[src/cst_pkg.sv]
package cst_pkg;

  // Register width and field sizes
  localparam int unsigned WORD_W = 16;
  localparam int unsigned LVL_W  = 3;
  localparam int unsigned FLAG_W = 4;
  localparam int unsigned EV_W   = 3;

  // Byte offsets on the register bus
  localparam logic [7:0] OFF_STATUS  = 8'h00;
  localparam logic [7:0] OFF_CORE    = 8'h04;
  localparam logic [7:0] OFF_INTCTL  = 8'h08;
  localparam logic [7:0] OFF_EV_STAT = 8'h0c;
  localparam logic [7:0] OFF_EV_CLR  = 8'h10;
  localparam logic [7:0] OFF_EV_EN   = 8'h14;

  // Status word field positions
  localparam int unsigned STW_CARRY  = 0;
  localparam int unsigned STW_ZERO   = 1;
  localparam int unsigned STW_WRAP   = 2;
  localparam int unsigned STW_NEG    = 3;
  localparam int unsigned STW_REPEAT = 4;
  localparam int unsigned STW_LVL_LO = 5;
  localparam int unsigned STW_LVL_HI = 7;
  localparam int unsigned STW_CLIP_ANY = 10;
  localparam int unsigned STW_CLIP_B = 12;
  localparam int unsigned STW_CLIP_A = 13;

  // Core control word: level msb position, other bits that hold data
  localparam int unsigned CCW_LVL_MSB = 3;
  localparam logic [15:0] CCW_WR_MASK = 16'hbff3;

  // Interrupt control one: nesting disable position
  localparam int unsigned ICW_NEST_DIS = 15;

  // Event bit positions
  localparam int unsigned EV_CLIP_A = 0;
  localparam int unsigned EV_CLIP_B = 1;
  localparam int unsigned EV_WRAP   = 2;

  // Reset values
  localparam logic [2:0]  LVL_RST   = 3'h0;
  localparam logic [3:0]  FLAG_RST  = 4'h0;
  localparam logic [15:0] CCW_RST   = 16'h0000;
  localparam logic [2:0]  EV_RST    = 3'h0;
  localparam logic [31:0] RDATA_RST = 32'h0000_0000;

  // Level at which user interrupts are shut out
  localparam logic [2:0] LVL_MAX = 3'h7;

endpackage

[src/cst_bus_port.sv]
`timescale 1ns/10ps
// AHB-Lite front end: one wait state on every transfer
module cst_bus_port #(
  parameter int unsigned ADDR_W = 8
) (
  // Clock and reset
  input  wire logic              mclk_i,
  input  wire logic              sys_rst_i,
  // AHB-Lite address phase
  input  wire logic              hsel_i,
  input  wire logic [ADDR_W-1:0] haddr_i,
  input  wire logic [1:0]        htrans_i,
  input  wire logic              hwrite_i,
  input  wire logic              hready_i,
  output logic                   hreadyout_o,
  // Register access strobes, valid in the first data cycle
  output logic                   acc_wr_o,
  output logic                   acc_rd_o,
  output logic [ADDR_W-1:0]      acc_addr_o
);

  logic              pend_ff;  // Data phase in its first cycle
  logic              wr_ff;    // Captured direction
  logic [ADDR_W-1:0] addr_ff;  // Captured address
  logic              rdy_ff;   // Ready toward the bus
  logic              accept;   // Address phase taken this edge

  // NONSEQ or SEQ both count; the master only issues NONSEQ
  assign accept = hsel_i & htrans_i[1] & hready_i;

  // Capture the address phase
  always_ff @(posedge mclk_i) begin
    if (sys_rst_i) begin
      wr_ff   <= 1'b0;
      addr_ff <= '0;
    end else if (accept) begin
      wr_ff   <= hwrite_i;
      addr_ff <= haddr_i;
    end
  end

  // One wait cycle gives the read data time to land in a flop
  always_ff @(posedge mclk_i) begin
    if (sys_rst_i) begin
      pend_ff <= 1'b0;
      rdy_ff  <= 1'b1;
    end else begin
      pend_ff <= accept;
      rdy_ff  <= ~accept;
    end
  end

  assign hreadyout_o = rdy_ff;
  assign acc_wr_o    = pend_ff & wr_ff;
  assign acc_rd_o    = pend_ff & ~wr_ff;
  assign acc_addr_o  = addr_ff;
endmodule

[src/cst_status_flags.sv]
`timescale 1ns/10ps
module cst_status_flags #(
  parameter int unsigned ADDR_W = 8
) (
  // Clock and reset
  input  wire logic              mclk_i,
  input  wire logic              sys_rst_i,
  // AHB-Lite slave
  input  wire logic              hsel_i,
  input  wire logic [ADDR_W-1:0] haddr_i,
  input  wire logic [1:0]        htrans_i,
  input  wire logic              hwrite_i,
  input  wire logic [31:0]       hwdata_i,
  input  wire logic              hready_i,
  output logic [31:0]            hrdata_o,
  output logic                   hreadyout_o,
  output logic                   hresp_o,
  // Execute stage results
  input  wire logic              ex_done_i,
  input  wire logic [3:0]        flag_affect_i,
  input  wire logic              res_neg_i,
  input  wire logic              res_wrap_i,
  input  wire logic              res_zero_i,
  input  wire logic              res_carry_i,
  input  wire logic              zero_keep_i,
  // Core state
  input  wire logic              repeat_busy_i,
  input  wire logic              level_load_i,
  input  wire logic [3:0]        level_val_i,
  input  wire logic              clip_a_i,
  input  wire logic              clip_b_i,
  // Priority and interrupt outputs
  output logic [3:0]             cpu_priority_level_o,
  output logic                   user_irq_block_o,
  output logic                   irq_o
);

  // Refuse address widths that cannot hold the map
  if (ADDR_W < 8 || ADDR_W > 32) begin : g_addr_chk
    $error("ADDR_W must lie between 8 and 32");
  end

  // Bus side
  logic              acc_wr;      // Write strobe, first data cycle
  logic              acc_rd;      // Read strobe, first data cycle
  logic [ADDR_W-1:0] acc_addr;    // Captured address
  logic [15:0]       wdata;       // Low half of the write data
  logic              stw_wr;      // Write to the status word
  logic              ccw_wr;      // Write to the core control word

  // Status word contents
  logic [2:0]        lvl_ff;              // Low three level bits
  logic [3:0]        flags_ff;            // Neg, wrap, zero, carry
  logic [3:0]        nxt_flags;
  logic              repeat_active_flag_ff; // Repeat loop running
  logic              clip_a_ff;           // Accumulator A clip sticky
  logic              clip_b_ff;           // Accumulator B clip sticky
  logic              nxt_clip_a;
  logic              nxt_clip_b;

  // Control words
  logic [15:0]       ccw_ff;              // Core control word
  logic              nest_dis_ff;         // Nesting disable

  // Events
  logic [2:0]        ev_stat_ff;          // Sticky event bits
  logic [2:0]        ev_en_ff;            // Event enables
  logic [2:0]        ev_set;              // Events this cycle
  logic [2:0]        ev_clr;              // Clear request this cycle

  // Output flops
  logic [31:0]       hrdata_ff;
  logic              hresp_ff;
  logic [3:0]        level_ff;
  logic              block_ff;
  logic              irq_ff;

  // Address compare shared by every decode
  function automatic logic reg_hit(input logic [ADDR_W-1:0] a, input logic [7:0] off);
    return a == ADDR_W'(off);
  endfunction

  // Status word as software reads it; absent upper bits read zero
  function automatic logic [15:0] stw_view(input logic [2:0] lvl, input logic rep,
                                           input logic [3:0] fl, input logic ca,
                                           input logic cb);
    return {2'b00, ca, cb, 1'b0, ca | cb, 2'b00, lvl, rep, fl};
  endfunction

  cst_bus_port #(
    .ADDR_W (ADDR_W)
  ) u_bus (
    .mclk_i      (mclk_i),
    .sys_rst_i   (sys_rst_i),
    .hsel_i      (hsel_i),
    .haddr_i     (haddr_i),
    .htrans_i    (htrans_i),
    .hwrite_i    (hwrite_i),
    .hready_i    (hready_i),
    .hreadyout_o (hreadyout_o),
    .acc_wr_o    (acc_wr),
    .acc_rd_o    (acc_rd),
    .acc_addr_o  (acc_addr)
  );

  assign wdata  = hwdata_i[15:0];
  assign stw_wr = acc_wr & reg_hit(acc_addr, cst_pkg::OFF_STATUS);
  assign ccw_wr = acc_wr & reg_hit(acc_addr, cst_pkg::OFF_CORE);

  // Level field: core load wins, software only while nesting enabled
  always_ff @(posedge mclk_i) begin
    if (sys_rst_i) begin
      lvl_ff <= cst_pkg::LVL_RST;
    end else if (level_load_i) begin
      lvl_ff <= level_val_i[2:0];
    end else if (stw_wr && !nest_dis_ff) begin
      lvl_ff <= wdata[cst_pkg::STW_LVL_HI:cst_pkg::STW_LVL_LO];
    end
  end

  // Condition flags; the execute stage wins over a same-cycle write
  always_comb begin
    nxt_flags = flags_ff;
    if (stw_wr) begin
      nxt_flags = wdata[3:0];
    end
    if (ex_done_i) begin
      if (flag_affect_i[cst_pkg::STW_NEG]) begin
        nxt_flags[cst_pkg::STW_NEG] = res_neg_i;
      end
      if (flag_affect_i[cst_pkg::STW_WRAP]) begin
        nxt_flags[cst_pkg::STW_WRAP] = res_wrap_i;
      end
      if (flag_affect_i[cst_pkg::STW_ZERO]) begin
        // Extended-precision ops only ever clear it
        if (!res_zero_i) begin
          nxt_flags[cst_pkg::STW_ZERO] = 1'b0;
        end else if (!zero_keep_i) begin
          nxt_flags[cst_pkg::STW_ZERO] = 1'b1;
        end
      end
      if (flag_affect_i[cst_pkg::STW_CARRY]) begin
        nxt_flags[cst_pkg::STW_CARRY] = res_carry_i;
      end
    end
  end

  always_ff @(posedge mclk_i) begin
    if (sys_rst_i) begin
      flags_ff <= cst_pkg::FLAG_RST;
    end else begin
      flags_ff <= nxt_flags;
    end
  end

  // Repeat loop status follows the sequencer
  always_ff @(posedge mclk_i) begin
    if (sys_rst_i) begin
      repeat_active_flag_ff <= 1'b0;
    end else begin
      repeat_active_flag_ff <= repeat_busy_i;
    end
  end

  // Clip stickies: combined bit written low clears both
  always_comb begin
    nxt_clip_a = clip_a_ff;
    nxt_clip_b = clip_b_ff;
    if (stw_wr) begin
      if (!wdata[cst_pkg::STW_CLIP_ANY]) begin
        nxt_clip_a = 1'b0;
        nxt_clip_b = 1'b0;
      end else begin
        nxt_clip_a = wdata[cst_pkg::STW_CLIP_A];
        nxt_clip_b = wdata[cst_pkg::STW_CLIP_B];
      end
    end
    // Saturation in the same cycle beats the write, so no event is lost
    if (clip_a_i) begin
      nxt_clip_a = 1'b1;
    end
    if (clip_b_i) begin
      nxt_clip_b = 1'b1;
    end
  end

  always_ff @(posedge mclk_i) begin
    if (sys_rst_i) begin
      clip_a_ff <= 1'b0;
      clip_b_ff <= 1'b0;
    end else begin
      clip_a_ff <= nxt_clip_a;
      clip_b_ff <= nxt_clip_b;
    end
  end

  // Core control word; level msb is clear-only for software
  always_ff @(posedge mclk_i) begin
    if (sys_rst_i) begin
      ccw_ff <= cst_pkg::CCW_RST;
    end else begin
      if (ccw_wr) begin
        ccw_ff <= wdata & cst_pkg::CCW_WR_MASK;
        ccw_ff[cst_pkg::CCW_LVL_MSB] <= ccw_ff[cst_pkg::CCW_LVL_MSB]
                                        & wdata[cst_pkg::CCW_LVL_MSB];
      end
      if (level_load_i) begin
        ccw_ff[cst_pkg::CCW_LVL_MSB] <= level_val_i[3];
      end
    end
  end

  // Interrupt control one: only the nesting disable is held here
  always_ff @(posedge mclk_i) begin
    if (sys_rst_i) begin
      nest_dis_ff <= 1'b0;
    end else if (acc_wr && reg_hit(acc_addr, cst_pkg::OFF_INTCTL)) begin
      nest_dis_ff <= hwdata_i[cst_pkg::ICW_NEST_DIS];
    end
  end

  // Event sources and write-one-to-clear requests
  assign ev_set = {ex_done_i & flag_affect_i[cst_pkg::STW_WRAP] & res_wrap_i,
                   clip_b_i, clip_a_i};
  assign ev_clr = (acc_wr && reg_hit(acc_addr, cst_pkg::OFF_EV_CLR)) ? hwdata_i[2:0] : 3'h0;

  // Sticky events; a set in the clearing cycle survives
  always_ff @(posedge mclk_i) begin
    if (sys_rst_i) begin
      ev_stat_ff <= cst_pkg::EV_RST;
    end else begin
      ev_stat_ff <= (ev_stat_ff & ~ev_clr) | ev_set;
    end
  end

  // Event enables
  always_ff @(posedge mclk_i) begin
    if (sys_rst_i) begin
      ev_en_ff <= cst_pkg::EV_RST;
    end else if (acc_wr && reg_hit(acc_addr, cst_pkg::OFF_EV_EN)) begin
      ev_en_ff <= hwdata_i[2:0];
    end
  end

  // Read data lands during the wait cycle; unmapped reads give zero
  always_ff @(posedge mclk_i) begin
    if (sys_rst_i) begin
      hrdata_ff <= cst_pkg::RDATA_RST;
    end else if (acc_rd) begin
      hrdata_ff <= cst_pkg::RDATA_RST;
      if (reg_hit(acc_addr, cst_pkg::OFF_STATUS)) begin
        hrdata_ff[15:0] <= stw_view(lvl_ff, repeat_active_flag_ff, flags_ff,
                                    clip_a_ff, clip_b_ff);
      end else if (reg_hit(acc_addr, cst_pkg::OFF_CORE)) begin
        hrdata_ff[15:0] <= ccw_ff;
      end else if (reg_hit(acc_addr, cst_pkg::OFF_INTCTL)) begin
        hrdata_ff[cst_pkg::ICW_NEST_DIS] <= nest_dis_ff;
      end else if (reg_hit(acc_addr, cst_pkg::OFF_EV_STAT)) begin
        hrdata_ff[2:0] <= ev_stat_ff;
      end else if (reg_hit(acc_addr, cst_pkg::OFF_EV_EN)) begin
        hrdata_ff[2:0] <= ev_en_ff;
      end
    end
  end

  // Response is always OKAY
  always_ff @(posedge mclk_i) begin
    hresp_ff <= 1'b0;
  end

  // Level and block outputs lag the register by one cycle
  always_ff @(posedge mclk_i) begin
    if (sys_rst_i) begin
      level_ff <= 4'h0;
      block_ff <= 1'b0;
    end else begin
      level_ff <= {ccw_ff[cst_pkg::CCW_LVL_MSB], lvl_ff};
      block_ff <= (lvl_ff == cst_pkg::LVL_MAX) | ccw_ff[cst_pkg::CCW_LVL_MSB];
    end
  end

  // Interrupt line from enabled sticky events
  always_ff @(posedge mclk_i) begin
    if (sys_rst_i) begin
      irq_ff <= 1'b0;
    end else begin
      irq_ff <= |(ev_stat_ff & ev_en_ff);
    end
  end

  assign hrdata_o             = hrdata_ff;
  assign hresp_o              = hresp_ff;
  assign cpu_priority_level_o = level_ff;
  assign user_irq_block_o     = block_ff;
  assign irq_o                = irq_ff;
endmodule

[config.mk]
export PLATFORM = sky130hd
export DESIGN_NAME = cst_status_flags
export DESIGN_NICKNAME = d
export VERILOG_FILES = /design/src/cst_pkg.sv /design/src/cst_bus_port.sv /design/src/cst_status_flags.sv
export SDC_FILE = /design/constraint.sdc
export NUM_CORES = 1
export LEC_CHECK = 0
export BUFFER_PORTS_ARGS = -buffer_cell sky130_fd_sc_hd__buf_2
export CORE_UTILIZATION = 40
export DETAILED_ROUTE_END_ITERATION = 12
export GPL_TIMING_DRIVEN = 0
export PLACE_DENSITY_LB_ADDON = 0.08
export SYNTH_ARGS = -nofsm -noshare
export SYNTH_HDL_FRONTEND = slang
export SYNTH_SLANG_ARGS = --single-unit
[constraint.sdc]
create_clock -name mclk_i -period 5.75 [get_ports mclk_i]
set_input_delay 0 -clock mclk_i [delete_from_list [all_inputs] [get_ports mclk_i]]
set_output_delay 0 -clock mclk_i [all_outputs]
set_load 0.005 [all_outputs]
==> metrics <==
vias around 2500; aggregate global routing overflow 0; max incr delay on CP approximately 0.70 ns; DRC 0; postcts setup bufs 0; Synth Register Bits 63; CTS Root Cell clkbuf_8; crit-path cells nor4_1 -> nand3_1 -> mux2i_1 -> a211oi_1 -> dlygate4sd3_1; share of cells above drive strength 1 25.23%; register area 0.001261 mm^2; max-cap viol count 0; RSZ-0062 raised after global routing false; GRT Util Overall roughly a fifth; Final Hold Viols 0; Final TNS setup 0 ns; CP Class reg -> reg; Initial Utilization 41.59%; Flop pwr share between 40 and 50%; Peak supply drop 0.2916 mV; synthesized area between 0.002 and 0.003 mm^2; final setup vio count 0; Ant. Diodes 0; global-route wire length before repair approximately 11000 um; EDFF count, synth 0; post-CTS sizing 0; Via density 4.907; Mapped Cells 302; Die Y 83.49 um; Commonest cells post-synth 63 x dfxtp_1, 51 x nand2_1, 25 x nor2_1, 23 x a21oi_1, 18 x buf_4; met3 wire length about 380 um; clock transition at the registers of the reported paths 0.07 ns; Core Area between 0.006 and 0.007 mm^2; CTS sink cnt 63; Layout Area Growth over Synthesis 41.17%; Synth top area share between 40% and 50%; relative slew slack around 47%; final instance area ~0.0037 mm^2; initial drt markers 94; fmax a little under 400 MHz; I/O pins roughly 110; Worst EP arrival roughly 2.9 ns; clock latency on the worst-skew pair approximately 0.34 ns; total clock buffers created by CTS 9; Total Wirelength 6886 um; Nets 500; most common cell in the netlist dfxtp_1; crit path max fanout 8; FP Rows 29; outcome completed; vias in the first global route between 2000 and 2500; cell family with most CP delay simple AND/OR/NAND/NOR gates; wire length per cell 13.32 um; Int Pwr ~0.75 mW; Die X approximately 83 um; clock share of power 42.5%; fraction of registers with async set or reset after synthesis 0%; Critical Path Source Type flip-flop; Synth Area per Inst 8.796 um^2; DP Wirelength about 4800 um; DIE AREA approximately 0.0070 mm^2; CTS tree yes; warnings from Yosys 0; WL met1 3076 um; placed cell count between 400 and 500; Hold-fix buffers, CTS 39; period utilization a little under half; total power density per cell area roughly 260 mW/mm^2; DRT Pass-1 Iters 5; Required @ worst endpoint a little over 6 ns; Bufs on Longest Clock Path 2; Comb pwr share 10.8%; initial antenna violation count 0; Synth cell types 39; Final ANT Viol Nets 0; largest net degree at the start of global routing 12; gpl congestion 0.8343; Tmin final roughly 2.6 ns; fin. max-slew vios 0; post-route insts no fill a little over 500; Multi-input gate area 0.001235 mm^2; DR WL met2 around 3300 um; Synth Flop Type dfxtp_1; DR top layer met4; switch share a little under a quarter; # port buffers between 60 and 70; Worst path slowest cell nor4_1; Critical path buffers and inverters 1; H-tree Lvls 3; final-layout fill cell count between 600 and 700; top post-synthesis cells by area dfxtp_1 47%, nand2_1 7.2%, mux2i_1 6.4%; Hold Crit Class in -> reg; area leader, netlist dfxtp_1; post-synthesis sequential area ratio between 40% and 50%; worst-margin pin slew between 0.7 and 0.8 ns; placed instance area approximately 0.0031 mm^2; CP endpoint kind flip-flop; Sw Pwr 0.2308 mW; worst clock skew 0.007604 ns; Leak roughly 1.6 nW
==> worst paths after layout <==
check | startpoint | to | slack, ns | cells past startpoint
worst max-delay path | u_bus.acc_addr_o[2] | flags_ff[0] | 3.16 | 5
worst min-delay path | flag_affect_i[1] | flags_ff[1] | 0.02 | 4
worst max register to register | u_bus.acc_addr_o[2] | flags_ff[0] | 3.16 | 5
worst min register to register | hrdata_o[7] | hrdata_o[7] | 0.45 | 2
==> cell type report <==
class,count,area share [%]
buffer,35,5.572
clock buffer,10,3.403
clock inverter,6,2.269
inverter,4,0.4004
multi-input combinational,217,32.93
sequential,63,33.63
tap,77,2.569
timing repair buffer,105,19.22
==> routing by layer <==
layer / up-vias / global-route usage (%)
met5: - / 0
met4: 0 / 8.166
met3: 15 / 6.726
met2: 78 / 33.76
met1: 1158 / 25.48
li1: 1286 / -
==> worst reg2reg max path: stages, from the launching register on <==
cell and delay [ns]:
dfxtp_1 0.37, nor4_1 0.71, nand3_1 0.46, mux2i_1 0.22, a211oi_1 0.22, dlygate4sd3_1 0.57
==> registers in the layout, indices dropped and copies added, names as in the netlist, 3 cells and up <==
register              count
ev_en_ff                  3
cpu_priority_level_o      4
flags_ff                  4
hrdata_o                 15
ev_stat_ff                3
lvl_ff                    3
u_bus.acc_addr_o          8
ccw_ff                   14
==> through the flow <==
step	setup WS [ns]	power, mW	utilization [%]	hold slack, ns
after floorplan	3.881	0.5154	-	0.1174
after global placement	3.703	0.5508	49.28	0.2087
after detailed placement	3.691	0.5513	49.28	0.2145
after CTS	3.161	0.9863	58.72	0.01231
after global routing	2.919	1.019	58.72	0.03867
final	3.155	0.9782	58.72	0.02477
==> cells in the final DEF, fill, tap and decap left out, types with 8 or more instances in the layout <==
cell	instances
dfxtp_1	63
a22o_1	9
buf_2	68
nor2_1	25
a21oi_1	23
o21ai_0	12
buf_4	18
nand2_1	51
clkbuf_8	9
conb_1	18
nor2b_1	8
dlygate4sd3_1	39
mux2i_1	17
clkbuf_1	14
==> cell families after synthesis <==
kind of cell / share of synthesized area, %
other: 0.1412
and+or+nand+nor: 22.09
muxes: 7.678
AOI/OAI and AO/OA: 14.18
DFF: 47.48
buffers and inverters: 8.431
==> power groups by stage <==
stage          sequential, mW  combinational (mW)  clock, mW
3_3_place_gp            0.466              0.0846          0
4_1_cts                 0.456               0.105      0.424
6_report                0.457               0.106      0.416
2_1_floorplan           0.464              0.0514          0
5_1_grt                 0.458               0.117      0.445
3_5_place_dp            0.467              0.0848          0
(Power assumes the default switching activity.)
